`config.mk`:
```
export PLATFORM = sky130hd
export DESIGN_NAME = psm_segment_map
export DESIGN_NICKNAME = d
export VERILOG_FILES = /design/src/hdl/psm_segment_map.v
export VERILOG_INCLUDE_DIRS = /design/src /design/src/hdl
export SDC_FILE = /design/constraint.sdc
export NUM_CORES = 1
export LEC_CHECK = 0
export ABC_AREA = 0
export BUFFER_PORTS_ARGS = -buffer_cell sky130_fd_sc_hd__buf_2
export CAP_MARGIN = 20
export CORE_ASPECT_RATIO = 1.75
export CORE_UTILIZATION = 50
export CTS_BUF_LIST = sky130_fd_sc_hd__clkbuf_4 sky130_fd_sc_hd__clkbuf_8 sky130_fd_sc_hd__clkbuf_16
export CTS_CLUSTER_DIAMETER = 150
export DETAILED_ROUTE_END_ITERATION = 16
export PLACE_DENSITY = 0.72
export SETUP_SLACK_MARGIN = 0.02
export SLEW_MARGIN = 20
export SYNTH_ARGS = -nofsm -noshare
export SYNTH_HDL_FRONTEND = slang
export SYNTH_SLANG_ARGS = --single-unit
```
`constraint.sdc`:
```
create_clock -name i_ref_clk -period 3.4 [get_ports i_ref_clk]
set_clock_uncertainty 0.05 [all_clocks]
set_input_delay 0.51 -clock i_ref_clk [delete_from_list [all_inputs] [get_ports i_ref_clk]]
set_output_delay 0.51 -clock i_ref_clk [all_outputs]
set_load 0.02 [all_outputs]
```
`src/hdl/psm_consts.vh`:
```
`ifndef PSM_CONSTS_VH
`define PSM_CONSTS_VH

// Register byte offsets on the APB slave.
`define PSM_OFS_SEGMENT_CONTROL_0 12'h000
`define PSM_OFS_SEGMENT_CONTROL_1 12'h004
`define PSM_OFS_SEGMENT_CONTROL_2 12'h008
`define PSM_OFS_BOOTCTL 12'h00C
`define PSM_OFS_BOOTBASE 12'h010
`define PSM_OFS_STATUS 12'h014

// Reset values of the segment control registers (legacy map).
`define PSM_SEGMENT_CONTROL_0_RST 32'h0023_0013
`define PSM_SEGMENT_CONTROL_1_RST 32'h0003_0002
`define PSM_SEGMENT_CONTROL_2_RST 32'h0033_0033
// Implemented bits of a segment control register; the rest read as zero.
`define PSM_SEGCTL_WMASK 32'h0E77_0E77

// Field positions inside one 16-bit segment configuration field.
`define PSM_CCA_LSB 0
`define PSM_MODE_LSB 4
`define PSM_PBASE_LSB 9

// Access-control mode codes.
`define PSM_AM_UNMAPPED_KERNEL_ONLY 3'h0
`define PSM_AM_MAPPED_KERNEL_ONLY 3'h1
`define PSM_AM_MAPPED_KERNEL_SUPERVISOR 3'h2
`define PSM_AM_ALL_LEVELS_MAPPED 3'h3
`define PSM_AM_USER_MAPPED_KERNEL_UNMAPPED 3'h4

// Core supports supervisor mode.
`define PSM_SUP_SUPPORTED 1'b1

// Privilege levels.
`define PSM_PRIV_KERNEL 2'h0
`define PSM_PRIV_SUPERVISOR 2'h1
`define PSM_PRIV_USER 2'h2

// Boot vector: legacy virtual page [31:20] and its physical top bits.
`define PSM_LEGACY_BOOT_VPAGE 12'hBFC
`define PSM_LEGACY_BOOT_PBASE 3'h0
`define PSM_BOOTBASE_RST 12'hBFC
`define PSM_BOOTMASK_RST 8'h00

// Boot control fields.
`define PSM_BOOT_ENH_BIT 0
`define PSM_BOOT_PA_LSB 1
`define PSM_BOOT_MASK_LSB 20

// As-user instruction decode.
`define PSM_LS_LOAD 3'h0
`define PSM_LS_STORE 3'h1
`define PSM_LD_BYTE 3'h0
`define PSM_LD_BYTE_U 3'h1
`define PSM_LD_HALF 3'h2
`define PSM_LD_HALF_U 3'h3
`define PSM_LD_WORD 3'h4
`define PSM_ST_BYTE 3'h0
`define PSM_ST_HALF 3'h1
`define PSM_ST_WORD 3'h2

// Access sizes.
`define PSM_SIZE_BYTE 2'h0
`define PSM_SIZE_HALF 2'h1
`define PSM_SIZE_WORD 2'h2

`endif

```
`src/hdl/psm_segment_map.v`:
```
// Summary of operation
// RULE1: Three segment registers each hold two 16-bit fields, even low, odd high.
// RULE2: Mode at 6:4/22:20; 0x4 user/supervisor mapped kernel unmapped, 0x1 kernel mapped.
// RULE3: Mode 0x2 kernel/supervisor mapped is honoured only if supervisor mode exists.
// RULE4: Under mode 0x4 kernel accesses bypass translation.
// RULE5: Base at 11:9/27:25 gives physical bits 31:29 for untranslated accesses.
// RULE6: Bits 31:28 and 15:12 are unused and read as zero.
// RULE7: Translated kernel segments ignore the base; the TLB supplies the address.
// RULE8: Segments 0-3 are 0.5 GB from the top, segments 4-5 are 1.0 GB at bottom.
// RULE9: Segment 1 may join the unmapped kernel region, its base then used.
// RULE10: Kernel as-user loads and stores get user permissions and translation.
// RULE11: As-user loads byte/half signed or unsigned and word; stores byte/half/word.
// RULE12: Operation type comes from instruction bits 2:0, meaning depends on direction.
// RULE13: Load or store comes from instruction bits 5:3.
// RULE14: Legacy boot vector maps virtual 0xBFC0_0000 to physical 0x1FC0_0000.
// RULE15: Enhanced setting places the boot vector anywhere, mapped anywhere; the code programs only physical bits 31:29, bits 28:20 follow the vector page.
// RULE16: One boot overlay maps the vector to one physical place in either setting.
// RULE17: Boot overlay relocation applies only to kernel-mode accesses.
// RULE18: Cache attribute at 2:0/18:16 applies to untranslated accesses.
// RULE19: The segment is chosen from the upper virtual address bits.
// RULE20: A privilege not allowed by the segment mode raises an address error.
//
// Added by the designer: the address map and register access over APB.
`include "psm_consts.vh"
`default_nettype none

module psm_segment_map (
  // Clock and reset
  input wire i_ref_clk,
  input wire i_rst_n,
  // APB slave
  input wire i_psel,
  input wire i_penable,
  input wire i_pwrite,
  input wire [11:0] i_paddr,
  input wire [31:0] i_pwdata,
  input wire [3:0] i_pstrb,
  output reg o_pready,
  output reg [31:0] o_prdata,
  output reg o_pslverr,
  // Address request from the pipeline
  input wire i_req_valid,
  input wire [31:0] i_req_vaddr,
  input wire [1:0] i_req_priv,
  input wire i_req_fetch,
  input wire i_req_as_user,
  input wire [5:0] i_req_instr,
  // Translation result
  output reg o_rsp_valid,
  output reg [31:0] o_rsp_paddr,
  output reg o_rsp_needs_tlb,
  output reg [2:0] o_rsp_cca,
  output reg [2:0] o_rsp_seg,
  output reg o_rsp_addr_err,
  output reg o_rsp_overlay,
  output reg o_rsp_as_user,
  output reg o_rsp_store,
  output reg [1:0] o_rsp_size,
  output reg o_rsp_signed,
  output reg o_rsp_bad_op
);

  reg [31:0] segment_control_0_reg;
  reg [31:0] segment_control_1_reg;
  reg [31:0] segment_control_2_reg;
  reg boot_enh_reg;
  reg [2:0] boot_pa_reg;
  reg [7:0] boot_mask_reg;
  reg [11:0] boot_base_reg;
  reg [31:0] err_count_reg;

  wire apb_setup = i_psel & i_penable & ~o_pready;
  wire apb_done = i_psel & i_penable & o_pready;
  wire wr_done = apb_done & i_pwrite;

  // Byte-lane merge; unimplemented bits never store.
  function [31:0] lane_merge;
    input [31:0] old_val;
    input [31:0] new_val;
    input [3:0] strb;
    input [31:0] wmask;
    integer k;
    begin
      lane_merge = old_val;
      for (k = 0; k < 4; k = k + 1) begin
        if (strb[k]) begin
          lane_merge[8*k +: 8] = new_val[8*k +: 8];
        end
      end
      lane_merge = lane_merge & wmask;
    end
  endfunction

  // Register write and read decode.
  reg [31:0] rd_data;
  reg rd_hit;
  always @* begin
    rd_hit = 1'b1;
    rd_data = 32'h0000_0000;
    case (i_paddr)
      `PSM_OFS_SEGMENT_CONTROL_0: begin
        rd_data = segment_control_0_reg; // RULE1 RULE6
      end
      `PSM_OFS_SEGMENT_CONTROL_1: begin
        rd_data = segment_control_1_reg;
      end
      `PSM_OFS_SEGMENT_CONTROL_2: begin
        rd_data = segment_control_2_reg;
      end
      `PSM_OFS_BOOTCTL: begin
        rd_data[`PSM_BOOT_ENH_BIT] = boot_enh_reg;
        rd_data[`PSM_BOOT_PA_LSB +: 3] = boot_pa_reg;
        rd_data[`PSM_BOOT_MASK_LSB +: 8] = boot_mask_reg;
      end
      `PSM_OFS_BOOTBASE: begin
        rd_data[31:20] = boot_base_reg;
      end
      `PSM_OFS_STATUS: begin
        rd_data = err_count_reg;
      end
      default: begin
        rd_hit = 1'b0;
      end
    endcase
  end

  // One wait state: pready is a flop, so the answer comes a cycle into access.
  always @(posedge i_ref_clk or negedge i_rst_n) begin
    if (!i_rst_n) begin
      o_pready <= 1'b0;
      o_prdata <= 32'h0000_0000;
      o_pslverr <= 1'b0;
    end else begin
      o_pready <= apb_setup;
      o_prdata <= (apb_setup & ~i_pwrite & rd_hit) ? rd_data : 32'h0000_0000;
      o_pslverr <= apb_setup & ~rd_hit;
    end
  end

  wire [31:0] boot_wr = lane_merge({4'h0, boot_mask_reg, 16'h0000, boot_pa_reg, boot_enh_reg},
    i_pwdata, i_pstrb, 32'h0FF0_000F);
  // The overlay page sits in the top lanes, so only strobes 3 and 2 can move it.
  wire [31:0] base_wr = lane_merge({boot_base_reg, 20'h0_0000}, i_pwdata, i_pstrb,
    32'hFFF0_0000);

  always @(posedge i_ref_clk or negedge i_rst_n) begin
    if (!i_rst_n) begin
      segment_control_0_reg <= `PSM_SEGMENT_CONTROL_0_RST;
      segment_control_1_reg <= `PSM_SEGMENT_CONTROL_1_RST;
      segment_control_2_reg <= `PSM_SEGMENT_CONTROL_2_RST;
      boot_enh_reg <= 1'b0;
      boot_pa_reg <= `PSM_LEGACY_BOOT_PBASE;
      boot_mask_reg <= `PSM_BOOTMASK_RST;
      boot_base_reg <= `PSM_BOOTBASE_RST;
    end else if (wr_done) begin
      case (i_paddr)
        `PSM_OFS_SEGMENT_CONTROL_0: begin
          segment_control_0_reg <= lane_merge(segment_control_0_reg, i_pwdata, i_pstrb, `PSM_SEGCTL_WMASK); // RULE6
        end
        `PSM_OFS_SEGMENT_CONTROL_1: begin
          segment_control_1_reg <= lane_merge(segment_control_1_reg, i_pwdata, i_pstrb, `PSM_SEGCTL_WMASK); // RULE6
        end
        `PSM_OFS_SEGMENT_CONTROL_2: begin
          segment_control_2_reg <= lane_merge(segment_control_2_reg, i_pwdata, i_pstrb, `PSM_SEGCTL_WMASK); // RULE6
        end
        `PSM_OFS_BOOTCTL: begin
          boot_enh_reg <= boot_wr[`PSM_BOOT_ENH_BIT];
          boot_pa_reg <= boot_wr[`PSM_BOOT_PA_LSB +: 3];
          boot_mask_reg <= boot_wr[`PSM_BOOT_MASK_LSB +: 8];
        end
        `PSM_OFS_BOOTBASE: begin
          boot_base_reg <= base_wr[31:20];
        end
        default: begin
        end
      endcase
    end
  end

  // Segment select from the top address bits.
  reg [2:0] seg_idx;
  reg [15:0] seg_cfg;
  always @* begin
    case (i_req_vaddr[31:29]) // RULE8 RULE19
      3'h7: seg_idx = 3'h0;
      3'h6: seg_idx = 3'h1;
      3'h5: seg_idx = 3'h2;
      3'h4: seg_idx = 3'h3;
      3'h3, 3'h2: seg_idx = 3'h4;
      default: seg_idx = 3'h5;
    endcase
    case (seg_idx) // RULE1
      3'h0: seg_cfg = segment_control_0_reg[15:0];
      3'h1: seg_cfg = segment_control_0_reg[31:16];
      3'h2: seg_cfg = segment_control_1_reg[15:0];
      3'h3: seg_cfg = segment_control_1_reg[31:16];
      3'h4: seg_cfg = segment_control_2_reg[15:0];
      default: seg_cfg = segment_control_2_reg[31:16];
    endcase
  end

  wire [2:0] seg_mode = seg_cfg[`PSM_MODE_LSB +: 3]; // RULE2
  wire [2:0] seg_cca = seg_cfg[`PSM_CCA_LSB +: 3]; // RULE18
  wire [2:0] seg_pbase = seg_cfg[`PSM_PBASE_LSB +: 3]; // RULE5
  // 1 GB segments keep one more offset bit than 0.5 GB ones.
  wire [29:0] seg_off = seg_idx[2] ? i_req_vaddr[29:0] : {1'b0, i_req_vaddr[28:0]}; // RULE8

  // As-user decode.
  wire [2:0] ls_sel = i_req_instr[5:3]; // RULE13
  wire [2:0] op_type = i_req_instr[2:0]; // RULE12
  reg dec_store;
  reg [1:0] dec_size;
  reg dec_signed;
  reg dec_bad;
  always @* begin
    dec_store = 1'b0;
    dec_size = `PSM_SIZE_WORD;
    dec_signed = 1'b0;
    dec_bad = 1'b0;
    if (ls_sel == `PSM_LS_LOAD) begin
      case (op_type) // RULE11 RULE12
        `PSM_LD_BYTE: begin
          dec_size = `PSM_SIZE_BYTE;
          dec_signed = 1'b1;
        end
        `PSM_LD_BYTE_U: dec_size = `PSM_SIZE_BYTE;
        `PSM_LD_HALF: begin
          dec_size = `PSM_SIZE_HALF;
          dec_signed = 1'b1;
        end
        `PSM_LD_HALF_U: dec_size = `PSM_SIZE_HALF;
        `PSM_LD_WORD: dec_size = `PSM_SIZE_WORD;
        default: dec_bad = 1'b1;
      endcase
    end else if (ls_sel == `PSM_LS_STORE) begin
      dec_store = 1'b1;
      case (op_type) // RULE11 RULE12
        `PSM_ST_BYTE: dec_size = `PSM_SIZE_BYTE;
        `PSM_ST_HALF: dec_size = `PSM_SIZE_HALF;
        `PSM_ST_WORD: dec_size = `PSM_SIZE_WORD;
        default: dec_bad = 1'b1;
      endcase
    end else begin
      dec_bad = 1'b1;
    end
  end

  // As-user accesses are only legal from kernel mode; there they run at user level.
  wire as_user = i_req_as_user & ~i_req_fetch;
  wire as_user_bad = as_user & (dec_bad | (i_req_priv != `PSM_PRIV_KERNEL));
  wire [1:0] eff_priv = as_user ? `PSM_PRIV_USER : i_req_priv; // RULE10
  wire is_kernel = (eff_priv == `PSM_PRIV_KERNEL);
  wire is_super = (eff_priv == `PSM_PRIV_SUPERVISOR);

  // Access mode check: allowed and translated per privilege.
  reg acc_ok;
  reg acc_mapped;
  always @* begin
    acc_ok = 1'b0;
    acc_mapped = 1'b1;
    case (seg_mode)
      `PSM_AM_UNMAPPED_KERNEL_ONLY: begin
        acc_ok = is_kernel;
        acc_mapped = 1'b0;
      end
      `PSM_AM_MAPPED_KERNEL_ONLY: begin
        acc_ok = is_kernel; // RULE2 RULE7
      end
      `PSM_AM_MAPPED_KERNEL_SUPERVISOR: begin
        // Without supervisor mode this behaves as kernel-only.
        acc_ok = is_kernel | (is_super & `PSM_SUP_SUPPORTED); // RULE3
      end
      `PSM_AM_ALL_LEVELS_MAPPED: begin
        acc_ok = 1'b1;
      end
      `PSM_AM_USER_MAPPED_KERNEL_UNMAPPED: begin
        acc_ok = 1'b1;
        acc_mapped = ~is_kernel; // RULE4 RULE9
      end
      default: begin
        acc_ok = 1'b0;
      end
    endcase
  end

  // Boot overlay: one window, legacy page or programmed page, kernel only.
  wire [11:0] ovl_vpage = boot_enh_reg ? boot_base_reg : `PSM_LEGACY_BOOT_VPAGE; // RULE14 RULE15
  wire [2:0] ovl_pbase = boot_enh_reg ? boot_pa_reg : `PSM_LEGACY_BOOT_PBASE; // RULE16
  wire [11:0] ovl_keep = ~{4'h0, boot_mask_reg};
  wire ovl_hit = is_kernel & (((i_req_vaddr[31:20] ^ ovl_vpage) & ovl_keep) == 12'h000); // RULE17
  wire [8:0] ovl_page = (ovl_vpage[8:0] & ovl_keep[8:0]) | (i_req_vaddr[28:20] & ~ovl_keep[8:0]);
  wire [31:0] ovl_paddr = {ovl_pbase, ovl_page, i_req_vaddr[19:0]}; // RULE14 RULE16
  wire [31:0] seg_paddr = {seg_pbase, 29'h0000_0000} + {2'b00, seg_off}; // RULE5

  // The overlay beats the segment checks, so the boot page stays reachable in any map.
  // A malformed as-user access reports as a bad operation, never as an address error.
  wire err_now = i_req_valid & ~as_user_bad & ~ovl_hit & ~acc_ok; // RULE20

  always @(posedge i_ref_clk or negedge i_rst_n) begin
    if (!i_rst_n) begin
      o_rsp_valid <= 1'b0;
      o_rsp_paddr <= 32'h0000_0000;
      o_rsp_needs_tlb <= 1'b0;
      o_rsp_cca <= 3'h0;
      o_rsp_seg <= 3'h0;
      o_rsp_addr_err <= 1'b0;
      o_rsp_overlay <= 1'b0;
      o_rsp_as_user <= 1'b0;
      o_rsp_store <= 1'b0;
      o_rsp_size <= `PSM_SIZE_WORD;
      o_rsp_signed <= 1'b0;
      o_rsp_bad_op <= 1'b0;
      err_count_reg <= 32'h0000_0000;
    end else begin
      o_rsp_valid <= i_req_valid;
      o_rsp_seg <= seg_idx;
      o_rsp_cca <= seg_cca; // RULE18
      o_rsp_as_user <= i_req_valid & as_user;
      o_rsp_store <= i_req_valid & as_user & dec_store;
      o_rsp_size <= as_user ? dec_size : `PSM_SIZE_WORD;
      o_rsp_signed <= as_user & dec_signed;
      o_rsp_bad_op <= i_req_valid & as_user_bad;
      o_rsp_addr_err <= err_now; // RULE20
      o_rsp_overlay <= i_req_valid & ~as_user_bad & ovl_hit;
      if (ovl_hit) begin
        o_rsp_paddr <= ovl_paddr; // RULE16
        o_rsp_needs_tlb <= 1'b0;
      end else if (acc_mapped) begin
        // The TLB translates; the virtual address is passed on untouched.
        o_rsp_paddr <= i_req_vaddr; // RULE7
        o_rsp_needs_tlb <= i_req_valid & acc_ok & ~as_user_bad;
      end else begin
        o_rsp_paddr <= seg_paddr; // RULE4 RULE5 RULE9
        o_rsp_needs_tlb <= 1'b0;
      end
      // The counter wraps silently; software compares two reads to spot new errors.
      if (err_now) begin
        err_count_reg <= err_count_reg + 32'h0000_0001;
      end
    end
  end

endmodule // psm_segment_map

`default_nettype wire

```
==> flow_metrics.env <==
export IMPL_die_w_um=103
export IMPL_overflow=0
export IMPL_drive_gt1_share_pct=43.2
export IMPL_period_share_pct=86.3
export IMPL_final_nets=993
export IMPL_cts_sinks=192
export IMPL_viasPerCell=5.65
export IMPL_p_per_area_nw_per_um2=453
export IMPL_syn_area_per_cell_um2=12.4
export IMPL_gp_congestion=0.921
export IMPL_wl_per_cell_um=19.8
export IMPL_final_setup_viol_count=0
export IMPL_arrival_ns=3.20
export IMPL_core_um2=17500
export IMPL_gr_usage_all_layers_pct=26.0
export IMPL_io_pins=178
export IMPL_synth_xor_area_share_pct=3.33
export IMPL_dr_pass1_iters=5
export IMPL_max_freq_ghz=0.341
export IMPL_critPathRequiredTime_ns=3.67
export IMPL_max_cap_violations=0
export IMPL_grt_max_degree=75
export IMPL_syn_nets=822
export IMPL_place_area_um2=10100
export IMPL_dieArea_um2=18400
export IMPL_cts_hold_buf=0
export IMPL_p_leak_nw=5.08
export IMPL_syn_inst=723
export IMPL_rsz0062_at_grt="no"
export IMPL_routed_wl_um=22500
export IMPL_critical_path_max_fanout=34
export IMPL_final_cell_count_no_fill=1138
export IMPL_dp_cells=1106
export IMPL_fin_crit_ns=2.93
export IMPL_drc_errors=0
export IMPL_ir_drop_uv=306
export IMPL_cts_resized=0
export IMPL_yosysWarnings=0
export IMPL_hpwl_um=16500
export IMPL_hold_path_class="in -> async"
export IMPL_drv_slew=0
export IMPL_design_area_um2=10700
export IMPL_cts_tree="yes"
export IMPL_die_y_um=179
export IMPL_slew_headroom_pct=45.5
export IMPL_portBuffers=170
export IMPL_cts_htree_levels=4
export IMPL_ys_ff_latch=192
export IMPL_clock_path_buffers=2
export IMPL_syn_area_um2=8930
export IMPL_synth_fa_ha_area_share_pct=0.420
export IMPL_synth_compound_area_share_pct=7.20
export IMPL_cts_made_buffers=17
export IMPL_antenna_found_initial=0
export IMPL_cts_setup_buffers=0
export IMPL_synth_ff_type="dfrtp_1"
export IMPL_synthDistinctLibCells=57
export IMPL_drt_iter0_markers=376
export IMPL_final_antenna_net_count=0
export IMPL_cts_root_buf="clkbuf_16"
export IMPL_crit_path_end_kind="flip-flop"
export IMPL_synthToLayoutAreaGrowth_pct=19.9
export IMPL_synthArstFlopShare_pct=100
export IMPL_yosys_area_share_simple_pct=16.2
export IMPL_cp_start_kind="flip-flop"
export IMPL_rows=64
export IMPL_synth_top_family_by_area="simple AND/OR/NAND/NOR gates"
export IMPL_synth_seq_area_share_pct=54.2
export IMPL_synthMuxAreaShare_pct=16.1
export IMPL_vias=6432
export IMPL_yosysTopAreaCell="dfrtp_1"
export IMPL_diodes=0
export IMPL_critPathKind="reg -> reg"
export IMPL_clk_latency_ns=0.44
export IMPL_initial_core_util_pct=51.2
export IMPL_outcome="complete, no violations"
export IMPL_fin_tns_setup_ns=0
export IMPL_synthTopCellsByArea="dfrtp_1 (46%), mux2_2 (11%), dfstp_2 (7.9%)"
export IMPL_grt_pass1_wl_um=35100
export IMPL_hold_violations=0
export IMPL_grt_pass1_vias=6488
export IMPL_synth_edf_count=0
export IMPL_tightest_slew_ns=0.817
export IMPL_yosys_area_top_type_share_pct=46.2
export IMPL_clkTransAtPathRegs_ns=0.07
worst max-delay path: stages, from the launching register on:
cell and delay (ns):
dfrtp_1 0.87, a22oi_1 0.23, or4_1 0.57, nor4_4 0.33, buf_12 0.28, nor3_2 0.11, mux2_1 0.34
cell families (layout without fill, tap and decap cells):
family | after synthesis | after routing
buf+inv | 48 | 232
mux | 127 | 127
flops | 192 | 192
fa+ha+maj | 3 | 3
compound gates | 96 | 96
simple gates | 223 | 223
xor+xnor | 34 | 34
Yosys cell counts, types with 3 or more instances:
library cell,count
a21oi_1,23
a222oi_1,3
a22oi_1,27
and2_1,13
and3_1,10
and4_1,8
buf_1,8
buf_6,5
clkbuf_1,27
dfrtp_1,165
dfstp_2,27
ha_1,3
inv_1,3
mux2_2,90
mux2i_1,30
mux4_2,4
nand2_1,33
nand2b_1,11
nand3_1,19
nand4_1,8
nand4b_1,3
nor2_1,52
nor2b_1,9
nor3_1,9
nor4_2,25
nor4b_2,4
nor4bb_1,3
o211ai_1,6
o21ai_0,21
o22ai_1,7
xor2_1,32
cell usage in the layout, fill, tap and decap left out, types with 6 or more instances in the layout:
cell type	count
dfrtp_1	165
and4_1	8
buf_4	23
a22oi_1	27
nor4_2	24
nor3_1	9
nand4_1	8
inv_6	7
nand2b_1	11
clkbuf_16	17
and3_1	10
dfstp_2	27
mux2_2	90
xor2_1	32
and2_1	13
o22ai_1	7
o21ai_0	21
buf_2	169
nand2_1	32
nor2b_1	9
nor2_1	52
a21oi_1	23
nand3_1	19
mux2i_1	30
o211ai_1	6
area by class of cell:
type	count	area [um^2]
tap	231	289
sequential	192	4840
fill	1514	6750
clock inverter	14	144
timing repair buffer	197	1110
inverter	3	11.3
multi-input combinational	483	3870
clock buffer	18	439
per-stage QoR:
| step | util (%) | hold WS (ns) | power (mW) | worst slack, ns |
|---|---|---|---|---|
| 2_1_floorplan | - | 0.164 | 2.68 | 0.739 |
| 3_5_place_dp | 58.0 | 0.412 | 2.90 | 0.339 |
| 4_1_cts | 61.3 | 0.0545 | 4.90 | 0.472 |
| 3_3_place_gp | 58.0 | 0.412 | 2.89 | 0.385 |
| 6_report | 61.3 | 0.0340 | 4.86 | 0.467 |
| 5_1_grt | 61.3 | 0.0791 | 5.04 | 0.312 |
per-layer routing:
layer  GRT usage [%]  wire length, um  vias up  part of all wire (%)
met1            29.8             8550     3246                    38
met3            4.09              895       46                   4.0
met5               0                0        -                     0
met4            13.0              752        0                   3.3
met2            46.3            12300      184                    55
li1                -                -     2956                     -
where the power goes:
group	internal (mW)	switching, mW	total (mW)	leakage, nW
logic	0.154	0.242	0.396	2.34
registers	2.37	0.0898	2.46	2.45
clock network	1.06	0.944	2.00	0.287
worst paths after layout:
kind | cells past startpoint | slack (ns) | to | startpoint
max reg2reg | 6 | 0.47 | err_count_reg[1] | boot_enh_reg
max in group asynchronous | 2 | 2.45 | segment_control_2_reg[4] | i_rst_n
min reg2reg | 1 | 0.43 | err_count_reg[31] | err_count_reg[31]
min in group i_ref_clk | 1 | 0.12 | o_rsp_paddr[9] | i_req_vaddr[9]
min | 1 | 0.03 | o_rsp_paddr[19] | i_rst_n
max | 6 | 0.47 | err_count_reg[1] | boot_enh_reg
No activity file was read; power rests on OpenSTA's default activity.
